<file path="config.mk">
export PLATFORM = sky130hd
export DESIGN_NAME = liucfg_regs
export DESIGN_NICKNAME = d
export VERILOG_FILES = /design/src/core/liucfg_pkg.sv /design/src/core/liucfg_regs.sv
export SDC_FILE = /design/constraint.sdc
export NUM_CORES = 1
export LEC_CHECK = 0
export ABC_AREA = 1
export BUFFER_PORTS_ARGS = -buffer_cell sky130_fd_sc_hd__buf_2
export CAP_MARGIN = 20
export CELL_PAD_IN_SITES_DETAIL_PLACEMENT = 0
export CELL_PAD_IN_SITES_GLOBAL_PLACEMENT = 1
export CORE_MARGIN = 2
export CORE_UTILIZATION = 39
export DETAILED_ROUTE_END_ITERATION = 8
export HOLD_SLACK_MARGIN = 0.03
export PLACE_DENSITY_LB_ADDON = 0.1
export SYNTH_ARGS = -nofsm -noshare
export SYNTH_HDL_FRONTEND = slang
export SYNTH_SLANG_ARGS = --single-unit
</file>
<file path="constraint.sdc">
create_clock -name i_clk_sys -period 1.8 [get_ports i_clk_sys]
set_input_delay 0.36 -clock i_clk_sys [delete_from_list [all_inputs] [get_ports i_clk_sys]]
set_output_delay 0.36 -clock i_clk_sys [all_outputs]
set_load 0.01 [all_outputs]
</file>
<file path="src/core/liucfg_pkg.sv">
package liucfg_pkg;
    // Register offsets on the 8-bit host address
    localparam logic [7:0] ADDR_JITTER_CFG = 8'h01;
    localparam logic [7:0] ADDR_SOFT_RESET = 8'h20;
    localparam logic [7:0] ADDR_GLOBAL_CFG0 = 8'h40;
    localparam logic [7:0] ADDR_GLOBAL_CFG1 = 8'h60;
    localparam logic [7:0] ADDR_CH_IRQ_IND = 8'h80;
    // Channel number sits in address bits 7:6
    localparam int CH_SEL_MSB = 7;
    localparam int CH_SEL_LSB = 6;
    localparam int NUM_CH = 4;
    // Global config 0 fields
    localparam int GLOBAL_CONFIG_0_STD_BIT = 4;
    localparam int GLOBAL_CONFIG_0_COPY_BIT = 3;
    localparam int GLOBAL_CONFIG_0_MASK_BIT = 2;
    localparam int GLOBAL_CONFIG_0_PIN_MSB = 1;
    localparam int GLOBAL_CONFIG_0_PIN_LSB = 0;
    localparam logic [7:0] GLOBAL_CONFIG_0_RESET = 8'h04;
    localparam logic [7:0] GLOBAL_CONFIG_0_WMASK = 8'h3f;
    // Global config 1 fields
    localparam int GLOBAL_CONFIG_1_MON_LSB = 4;
    localparam logic [7:0] GLOBAL_CONFIG_1_RESET = 8'h00;
    localparam logic [7:0] GLOBAL_CONFIG_1_WMASK = 8'hf0;
    // Jitter config fields
    localparam int JITTER_WIDE_BW_LIMIT_BIT = 5;
    localparam int JA_PLACE_LSB = 3;
    localparam int JA_DEPTH_LSB = 1;
    localparam int JA_BW_BIT = 0;
    localparam logic [7:0] JACFG_RESET = 8'h00;
    localparam logic [7:0] JACFG_WMASK = 8'h3f;
    localparam logic [7:0] IND_RESET = 8'h00;

    typedef enum logic [1:0] {
        LIUCFG_JA_OFF = 2'h0,
        LIUCFG_JA_TX = 2'h1,
        LIUCFG_JA_RX = 2'h2
    } liucfg_ja_place_t;

    typedef enum logic [1:0] {
        LIUCFG_DEPTH_128 = 2'h0,
        LIUCFG_DEPTH_64 = 2'h1,
        LIUCFG_DEPTH_32 = 2'h2
    } liucfg_depth_t;

    // Decoded per-channel jitter settings
    typedef struct packed {
        liucfg_ja_place_t placement;
        liucfg_depth_t depth;
        logic wide_limit;
        logic low_corner;
    } liucfg_ja_t;

    // Decoded monitor routing
    typedef struct packed {
        logic rx_active;
        logic tx_active;
        logic [1:0] source_ch;
    } liucfg_mon_t;
endpackage : liucfg_pkg

</file>
<file path="src/core/liucfg_regs.sv">
`timescale 1ns/1ps
// Behaviour
// - One global bit picks E1 (0) or T1/J1 (1) for all channels; resets E1.
// - With broadcast on, a channel register write lands in all four channels.
// - Global interrupt mask resets set; clearing it lets any pending channel drive the pin.
// - Pin style: x0 open-drain low, 01 push-pull low, 11 push-pull high.
// - Monitor codes 0010/0100/0110 route receiver 2/3/4 into channel 1.
// - Monitor codes 1010/1100/1110 pick transmitter 2/3/4; odd codes reserved.
// - Indication register sets bit 0/2/4/6 for channel 1-4; others zero.
// - Jitter placement: 00/10 off, 01 transmit path, 11 receive path.
// - Jitter depth: 00 is 128 bits, 01 is 64, 10/11 are 32.
// - Jitter bit 5 selects normal or widened-bandwidth limit mode; resets 0.
// - Corner bit picks high or low transfer corner, scaled per line standard.
// - Each channel owns a readable, writable jitter register at spaced addresses.
// - Any soft-reset write returns all registers but the pending synchroniser, and all outputs, to defaults.
module liucfg_regs
    import liucfg_pkg::*;
(
    input wire logic i_clk_sys,
    input wire logic i_nrst,
    input wire logic i_wr_en,
    input wire logic i_rd_en,
    input wire logic [7:0] i_addr,
    input wire logic [7:0] i_wdata,
    input wire logic [NUM_CH-1:0] i_ch_irq_pending,
    output logic [7:0] o_rdata,
    output logic o_line_standard_select,
    output logic o_irq_out,
    output logic o_irq_oe,
    output liucfg_mon_t o_monitor,
    output liucfg_ja_t [NUM_CH-1:0] o_jitter
);

    // Address map seen by the host:
    //   0x01, 0x41, 0x81, 0xc1  per-channel jitter settings, channel in bits 7:6
    //   0x20                    soft reset, write only, reads back zero
    //   0x40                    global config 0: standard, broadcast, mask, pin style
    //   0x60                    global config 1: monitor routing in the top nibble
    //   0x80                    channel interrupt indication, read only
    // Anything else reads zero and ignores writes.
    // Every output is registered from next values, so settings show at the write edge itself.
    // Read data stands for one cycle only and is zero between reads.

    // Pending flags come from other channel logic, maybe another domain
    // Two stages keep metastability away from the indication and the pin;
    // the cost is two cycles of delay on every interrupt edge.
    logic [NUM_CH-1:0] pend_s1;
    logic [NUM_CH-1:0] pend_s2;
    logic [7:0] global_config_0;
    logic [7:0] global_config_1;
    logic [7:0] ind;
    logic [7:0] jacfg [NUM_CH];
    logic [7:0] next_global_config_0;
    logic [7:0] next_global_config_1;
    logic [7:0] next_ind;
    logic [7:0] next_jacfg [NUM_CH];
    logic [7:0] next_rdata;
    logic next_irq_out;
    logic next_irq_oe;
    liucfg_mon_t next_monitor;
    liucfg_ja_t [NUM_CH-1:0] next_jitter;
    logic soft_rst;
    logic irq_any;

    // Low address bits pick the register within a channel
    // Shared by write and read decode so the two cannot drift apart.
    function automatic logic hits(input logic [7:0] a, input logic [7:0] base);
        return a[CH_SEL_LSB-1:0] == base[CH_SEL_LSB-1:0];
    endfunction : hits

    // Folds duplicate codes onto one setting so users of the struct
    // never need to know which raw patterns alias each other.
    function automatic liucfg_ja_t decode_ja(input logic [7:0] r);
        liucfg_ja_t d;
        d.wide_limit = r[JITTER_WIDE_BW_LIMIT_BIT];
        d.low_corner = r[JA_BW_BIT];
        case (r[JA_PLACE_LSB +: 2])
            2'h1: d.placement = LIUCFG_JA_TX;
            2'h3: d.placement = LIUCFG_JA_RX;
            default: d.placement = LIUCFG_JA_OFF;
        endcase
        case (r[JA_DEPTH_LSB +: 2])
            2'h0: d.depth = LIUCFG_DEPTH_128;
            2'h1: d.depth = LIUCFG_DEPTH_64;
            default: d.depth = LIUCFG_DEPTH_32;
        endcase
        return d;
    endfunction : decode_ja

    // Soft reset is a one-cycle strobe; the written value is dropped.
    // It does not touch the pending synchroniser, which tracks live inputs.
    assign soft_rst = i_wr_en && (i_addr == ADDR_SOFT_RESET);

    // Global registers and indication
    // Config 0 keeps bit 5 as written; the host owns keeping it clear.
    // Bits 7:6 of config 0 and 3:0 of config 1 are masked so they always read back zero.
    always_comb begin
        next_global_config_0 = global_config_0;
        next_global_config_1 = global_config_1;
        if (i_wr_en && i_addr == ADDR_GLOBAL_CFG0) begin
            next_global_config_0 = i_wdata & GLOBAL_CONFIG_0_WMASK;
        end
        if (i_wr_en && i_addr == ADDR_GLOBAL_CFG1) begin
            next_global_config_1 = i_wdata & GLOBAL_CONFIG_1_WMASK;
        end
        // Indication is live, so it clears once the channel goes quiet
        next_ind = IND_RESET;
        for (int c = 0; c < NUM_CH; c++) begin
            next_ind[2*c] = pend_s2[c];
        end
        if (soft_rst) begin
            next_global_config_0 = GLOBAL_CONFIG_0_RESET;
            next_global_config_1 = GLOBAL_CONFIG_1_RESET;
            next_ind = IND_RESET;
        end
    end

    // Per-channel jitter registers, broadcast-aware
    // Broadcast uses the copy bit as it stands at the write edge, so the
    // write that turns broadcast on is itself not copied.
    // Decoded settings follow the next value, keeping outputs in step with the register.
    generate
        for (genvar c = 0; c < NUM_CH; c++) begin : g_ch
            always_comb begin
                next_jacfg[c] = jacfg[c];
                if (i_wr_en && hits(i_addr, ADDR_JITTER_CFG) &&
                    (global_config_0[GLOBAL_CONFIG_0_COPY_BIT] ||
                     i_addr[CH_SEL_MSB:CH_SEL_LSB] == 2'(c))) begin
                    next_jacfg[c] = i_wdata & JACFG_WMASK;
                end
                if (soft_rst) begin
                    next_jacfg[c] = JACFG_RESET;
                end
                next_jitter[c] = decode_ja(next_jacfg[c]);
            end
        end
    endgenerate

    // Interrupt pin, monitor decode and read data
    // Pin logic looks at next values so style and mask changes take effect
    // in the same cycle as the registers they come from.
    // Read data uses current register values: reads see earlier writes only.
    always_comb begin
        irq_any = (|next_ind) && !next_global_config_0[GLOBAL_CONFIG_0_MASK_BIT];
        // Open drain only sinks; push-pull drives both levels
        if (!next_global_config_0[GLOBAL_CONFIG_0_PIN_LSB]) begin
            next_irq_out = 1'b0;
            next_irq_oe = irq_any;
        end else begin
            next_irq_out = next_global_config_0[GLOBAL_CONFIG_0_PIN_MSB] ? irq_any : !irq_any;
            next_irq_oe = 1'b1;
        end
        // Reserved odd codes disable monitoring rather than guess
        next_monitor.source_ch = next_global_config_1[GLOBAL_CONFIG_1_MON_LSB+1 +: 2];
        next_monitor.rx_active = !next_global_config_1[GLOBAL_CONFIG_1_MON_LSB] && !next_global_config_1[7] &&
                                 (next_global_config_1[GLOBAL_CONFIG_1_MON_LSB+1 +: 2] != 2'h0);
        next_monitor.tx_active = !next_global_config_1[GLOBAL_CONFIG_1_MON_LSB] && next_global_config_1[7] &&
                                 (next_global_config_1[GLOBAL_CONFIG_1_MON_LSB+1 +: 2] != 2'h0);
        next_rdata = 8'h00;
        if (i_rd_en) begin
            if (hits(i_addr, ADDR_JITTER_CFG)) begin
                next_rdata = jacfg[i_addr[CH_SEL_MSB:CH_SEL_LSB]];
            end else if (i_addr == ADDR_GLOBAL_CFG0) begin
                next_rdata = global_config_0;
            end else if (i_addr == ADDR_GLOBAL_CFG1) begin
                next_rdata = global_config_1;
            end else if (i_addr == ADDR_CH_IRQ_IND) begin
                next_rdata = ind;
            end
        end
    end

    // Registering; synchronous reset mirrors soft reset values
    // Outputs reset to their idle values so the pin floats until configured.
    // Every register runs each edge; no enables are used.
    always_ff @(posedge i_clk_sys) begin
        if (!i_nrst) begin
            pend_s1 <= '0;
            pend_s2 <= '0;
            global_config_0 <= GLOBAL_CONFIG_0_RESET;
            global_config_1 <= GLOBAL_CONFIG_1_RESET;
            ind <= IND_RESET;
            for (int c = 0; c < NUM_CH; c++) begin
                jacfg[c] <= JACFG_RESET;
            end
            o_rdata <= 8'h00;
            o_line_standard_select <= 1'b0;
            o_irq_out <= 1'b0;
            o_irq_oe <= 1'b0;
            o_monitor <= '0;
            o_jitter <= '0;
        end else begin
            pend_s1 <= i_ch_irq_pending;
            pend_s2 <= pend_s1;
            global_config_0 <= next_global_config_0;
            global_config_1 <= next_global_config_1;
            ind <= next_ind;
            for (int c = 0; c < NUM_CH; c++) begin
                jacfg[c] <= next_jacfg[c];
            end
            o_rdata <= next_rdata;
            o_line_standard_select <= next_global_config_0[GLOBAL_CONFIG_0_STD_BIT];
            o_irq_out <= next_irq_out;
            o_irq_oe <= next_irq_oe;
            o_monitor <= next_monitor;
            o_jitter <= next_jitter;
        end
    end

endmodule : liucfg_regs

</file>
==> metrics, run 1 <==
outcome=completed; Post-DRT Antenna Nets=0; layout cells sized above 1=about a quarter; Final Hold Viols=0; critical path class=input pin to register; row cnt=31; Post-route DRC=0; vias per cell=about 4.6; slowest stage cell, crit path=nand2_1; port bufs=62; flop2flop setup slack=0.53 ns; synthesized area=2990 um2; mean routed wirelength per cell=about 13 um; io pins=63; count leader, synth=nand2_1; Post-Syn Instances=around 390; Post-CTS Hold Fix Bufs=0; router iterations before antenna repair=4; Switch Pwr=around 800 uW; Iteration-0 DRC Markers=approximately 100; Clk network pwr share=47.5%; Synth Flop Type=dfxtp_1; grt ovf=0; Slew HR=61.6%; die width=91.5 um; max-slew violations=0; fillcell total=760; Unique masters post-synth=33; Reg-to-Reg Start=global_config_0[3]$_SDFFE_PP0P_; Pwr Density=926 nW/um2; CP endpoint kind=register; Net count, final=483; critical path cell sequence=buf_2, nor2_4, nand4_4, nor2_4, nand2_1, inv_2, nand2_1, nand3_1, nor2_1; Internal Power=2590 uW; antenna diode count=0; Num CTS Buffers=9; Fmax=about 0.74 GHz; final setup fails=0; Yosys top cell by area=dfxtp_1; worst hold endpoint=pend_s1[0]$_SDFF_PN0_; Worst-Margin Slew=0.575 ns; Tcrit/Tclk final=between 70% and 80%; RSZ-0062 raised after global routing=no; initial core utilization=about two fifths; skew final=0.00946 ns; final core occ=about 50%; Setup TNS=0 ns; Area Overhead vs Synth=21.9%; die height=approximately 90 um; Max-Cap Viols=0; max incr delay on CP=~0.22 ns; initial antenna violation count=0; crit-path max FO=8; largest net degree at the start of global routing=20; Critical Path RT=slightly above 2 ns; RR Endpoint=o_jitter[10]$_SDFF_PN0_; Worst-Skew Late Latency=between 0.3 and 0.4 ns; routed wire length=about 7.6 mm; syn nets=between 400 and 500; Final GP Congestion=~0.83; Reg2Reg Depth=7; Root Buffer=clkbuf_8; sequential share of power=roughly 48%; list of most frequent post-synthesis cells=nand2_1 (83), dfxtp_1 (72), inv_1 (63); Clock Sinks=between 70 and 80; crit path DAT=approximately 1.6 ns; H-Tree Level Count=3; flip-flop and latch count after synthesis=72; Post-CTS Setup Bufs=0; Syn. warnings=0; ys async rst share=0%; die area=around 8400 um2; Hold Path Cell Cnt=3; combinational share of power=around 4.8%; GRT Overall Usage=around a fifth; peak supply drop=0.397 mV; Mean Syn Cell Area=~7.6 um2; Min Clock Period, post-route=about 1.4 ns; Vias=between 2000 and 3000; post-synthesis sequential area ratio=48.3%; Post-CTS Resized=0; Hold Path Class=input pin to register; DP HPWL=between 5 and 6 mm; first-pass GRT wire length=about 12 mm; switching share of power=between 20% and 30%; leakage=0.00193 uW; EDFF count, synth=0; Max clock buf depth=2; Core ar.=roughly 7300 um2; vias in the first global route=2491; HP Start=i_ch_irq_pending[0]; CTS tree=built; area share of the largest cell type after synthesis=48.3%; Clk pin slew, worst setup/hold paths=~0.080 ns; top post-synthesis cells by area=dfxtp_1 (48%), nand2_1 (10%), inv_1 (7.9%); crit path launch type=input pin
-- worst max-delay path: cells and delay by family --
kind	cells	cell delay (ns)
AND/OR/NAND/NOR	7	0.92
buffers and inverters	2	0.31
-- per-stage QoR --
step,cells,worst slack [ns],cell area [um2],power [uW],hold slack [ns]
CTS,563,0.461,3640,3400,0.165
detailed placement,547,0.0853,3390,1810,0.395
global placement,547,0.0820,3390,1810,0.395
finish,563,0.447,3640,3370,0.176
floorplan,391,0.400,2990,1730,0.390
global route,563,0.305,3640,3480,0.182
-- cell type report --
class	count	area (um2)	share of cell area [%]
well taps	99	124	3.40
multi-input cells	231	1160	31.8
clock buffers	9	124	3.40
inverters	71	270	7.42
clock inverters	7	125	3.44
repair buffers	74	400	11.0
flip-flops and latches	72	1440	39.6
-- state kept, by name, indices dropped and copies added, names as in the netlist --
register,count
global_config_0,5
global_config_1,3
ind,4
jacfg,21
o_irq_oe,1
o_irq_out,1
o_jitter,17
o_line_standard_select,1
o_monitor,3
o_rdata,8
pend_s1,4
pend_s2,4
-- how the worst max path moves through the flow --
| stage | from | end | slack [ns] |
|---|---|---|---|
| 5_1_grt | i_addr[1] | jacfg[3][4]$_SDFF_PN0_ | 0.31 |
| 6_report | i_addr[4] | o_jitter[11]$_SDFF_PN0_ | 0.45 |
| 2_1_floorplan | i_addr[1] | global_config_0[3]$_SDFFE_PP0P_ | 0.40 |
| 4_1_cts | i_addr[1] | jacfg[3][4]$_SDFF_PN0_ | 0.46 |
| 3_5_place_dp | i_addr[1] | jacfg[3][4]$_SDFF_PN0_ | 0.09 |
| 3_3_place_gp | i_addr[4] | o_jitter[11]$_SDFF_PN0_ | 0.08 |
-- layout by cell type, fill, tap and decap left out, types with 3 or more instances in the layout --
cell / instances
nand2_1: 83
inv_1: 63
a21oi_1: 16
nor2_4: 5
buf_2: 62
o21ai_1: 8
inv_2: 6
bufinv_16: 3
nor3_1: 7
nand3_1: 13
dfxtp_1: 72
nor2_1: 46
o2111ai_1: 3
buf_4: 12
nand2_2: 5
clkbuf_8: 9
o211ai_1: 9
nand4_1: 6
o21ai_0: 15
inv_6: 3
-- routing by layer --
metal  track usage, %  wire (um)  vias up
met4             7.95        133        0
met2             27.9       3090       72
met1             27.4       3880     1158
li1                 -          -     1358
met3             4.73        458       10
met5                0          0        -
-- cells by family after synthesis --
logic type             Yosys count  share of synthesized area (%)
AND/OR/NAND/NOR                174                           27.3
buffers and inverters           88                           13.0
flip-flops                      72                           48.3
AO/OA/AOI/OAI                   57                           11.4
-- power by group through the flow --
| stage | clock (uW) | sequential (uW) | combinational, uW |
|---|---|---|---|
| final | 1600 | 1610 | 160 |
| after global routing | 1700 | 1610 | 179 |
| after CTS | 1630 | 1610 | 162 |
| after detailed placement | 0 | 1650 | 161 |
| after global placement | 0 | 1650 | 162 |
| after floorplan | 0 | 1650 | 83.7 |
Note: power is estimated with default switching activity, not from simulation.
==> run 2: changes to the inputs <==
Clock period 1.8 ns to 1.4 ns, I/O delays scaled along.
==> metrics, run 2 (synthesis results as in run 1) <==
outcome=completed; most frequent cells in the layout=nand2_1 (83), dfxtp_1 (72), inv_1 (63); Clk network pwr share=45.1% (-2.4 points); crit-path max FO=5 (-3); fillcell total=757 (-0.39%); peak supply drop=0.520 mV (+31%); RSZ-0062 raised after global routing=no; vias per cell=4.54 (-1.5%); Final Hold Viols=0 (unchanged); Max clock buf depth=2 (unchanged); max incr delay on CP=0.19 ns (-0.03 ns); Post-CTS Setup Bufs=0 (unchanged); largest net degree at the start of global routing=20 (unchanged); grt ovf=0 (unchanged); Reg-to-Reg Start=global_config_0[3]$_SDFFE_PP0P_; flop2flop setup slack=0.15 ns (-0.38 ns); Tcrit/Tclk final=between 80 and 90%; crit path launch type=input pin; Reg2Reg Depth=7 (unchanged); leakage=0.00200 uW (+3.9%); Post-DRT Antenna Nets=0 (unchanged); DP HPWL=5.73 mm (+1.3%); layout cells sized above 1=27.8% (+2.8 points); max-slew violations=0 (unchanged); switching share of power=23.3% (+0.23 points); RR Endpoint=jacfg[1][5]$_SDFFE_PP0N_; most common cell after layout, fill and taps aside=nand2_1; vias in the first global route=2519 (+1.1%); Post-CTS Resized=0 (unchanged); Switch Pwr=972 uW (+25%); CTS tree=built; Pwr Density=1110 nW/um2 (+20%); critical path cell sequence=buf_2, nor2_4, nand2_2, inv_2, nand3_1, inv_1, nand2_1, nand3_1, nand2_1, nand2_1, nor2_1; register with the most flip-flops=jacfg; Largest regs=jacfg x21, o_jitter x17, o_rdata x8; die width=91.5 um (unchanged); port bufs=62 (unchanged); Critical Path Most Common Cell=nand2_1; initial core utilization=40.7% (unchanged); Hold Path Class=input pin to register; initial antenna violation count=0 (unchanged); Iteration-0 DRC Markers=89 (-14%); skew final=0.00693 ns (-0.00253 ns); Net count, final=501 (+3.7%); Core ar.=7330 um2 (unchanged); Clk pin slew, worst setup/hold paths=0.08 ns (about the same); Vias=2640 (+1.6%); Critical Path RT=1.64 ns (-0.40 ns); Post-route DRC=0 (unchanged); Root Buffer=clkbuf_8; Internal Power=3200 uW (+23%); sequential share of power=49.5% (+1.8 points); Max-Cap Viols=0 (unchanged); die area=8370 um2 (unchanged); worst setup path endpoint=o_monitor[2]$_SDFF_PN0_; Worst-Skew Late Latency=0.35 ns (about the same); CP Launch Point=i_addr[3]; mean routed wirelength per cell=12.9 um (-3.9%); routed wire length=7.49 mm (-0.83%); Post-CTS Hold Fix Bufs=0 (unchanged); Fmax=approximately 0.80 GHz; io pins=63 (unchanged); die height=91.5 um (unchanged); max reg flops=21 (unchanged); critical path class=input pin to register; Area Overhead vs Synth=26.2%; combinational share of power=5.3% (+0.5 points); Slew HR=62.5% (+0.90 points); final setup fails=0 (unchanged); Worst-Margin Slew=0.562 ns (-0.0135 ns); Min Clock Period, post-route=1.25 ns; GRT Overall Usage=19.6% (+0.26 points); Clock Sinks=72 (unchanged); Num CTS Buffers=9 (unchanged); pre-CTS setup slack=-0.196 ns (-0.281 ns); first-pass GRT wire length=12.5 mm (+0.72%); Final GP Congestion=0.841 (+1.6%); Worst Slack Setup Final=0.146 ns (-0.300 ns); slowest stage cell, crit path=inv_1; router iterations before antenna repair=5 (+1); WHS=0.110 ns (-0.0658 ns); crit path DAT=1.50 ns (-0.09 ns); CP endpoint kind=register; antenna diode count=0 (unchanged); row cnt=31 (unchanged); H-Tree Level Count=3 (unchanged)
==> run 2: metal layers <==
| layer | wire length, um | up-vias | track usage (%) | part of all wire [%] |
|---|---|---|---|---|
| li1 | - | 1394 | - | - |
| met1 | 3770 | 1170 | 27.7 | 50 |
| met2 | 3170 | 69 | 28.9 | 42 |
| met3 | 487 | 7 | 4.73 | 6.5 |
| met4 | 72 | 0 | 7.20 | 0.96 |
| met5 | 0 | - | 0 | 0 |
==> run 2: how the worst min path moves through the flow <==
stage	to	slack (ns)	startpoint	cells past startpoint
2_1_floorplan	pend_s1[0]$_SDFF_PN0_	0.38	i_ch_irq_pending[0]	2
3_3_place_gp	pend_s2[2]$_SDFF_PN0_	0.40	pend_s1[2]$_SDFF_PN0_	2
3_5_place_dp	pend_s2[0]$_SDFF_PN0_	0.40	pend_s1[0]$_SDFF_PN0_	2
4_1_cts	pend_s1[3]$_SDFF_PN0_	0.1	i_ch_irq_pending[3]	3
5_1_grt	pend_s1[1]$_SDFF_PN0_	0.11	i_ch_irq_pending[1]	3
6_report	pend_s1[3]$_SDFF_PN0_	0.11	i_ch_irq_pending[3]	3
==> run 2: through the flow <==
step	total power [uW]	cells	cell area [um2]	setup TNS [ns]	utilization, %
after floorplan	2220	391	2990	0	-
after global routing	4340	581	3770	0	51.4
after detailed placement	2340	565	3540	-5.53	48.3
final	4170	581	3770	0	51.4
after global placement	2340	565	3540	-4.89	48.3
after CTS	4210	581	3770	0	51.4
==> run 2: power by group through the flow <==
stage	combinational (uW)	clock, uW	sequential, uW
after floorplan	108	0	2120
after global placement	225	0	2120
after detailed placement	225	0	2120
after CTS	226	1920	2070
after global routing	252	2020	2070
final	223	1880	2070
==> run 2: cell type report <==
| type | count | area, um2 | area share, % |
|---|---|---|---|
| well taps | 99 | 124 | 3.29 |
| multi-input cells | 231 | 1160 | 30.7 |
| inverters | 71 | 270 | 7.17 |
| repair buffers | 92 | 548 | 14.5 |
| flip-flops and latches | 72 | 1440 | 38.2 |
| clock inverters | 6 | 92.6 | 2.46 |
| clock buffers | 10 | 138 | 3.65 |
==> run 2: critical path, delay by kind of cell <==
family | cells | cell delay (ns)
buffers and inverters | 3 | 0.42
AND/OR/NAND/NOR | 8 | 0.81
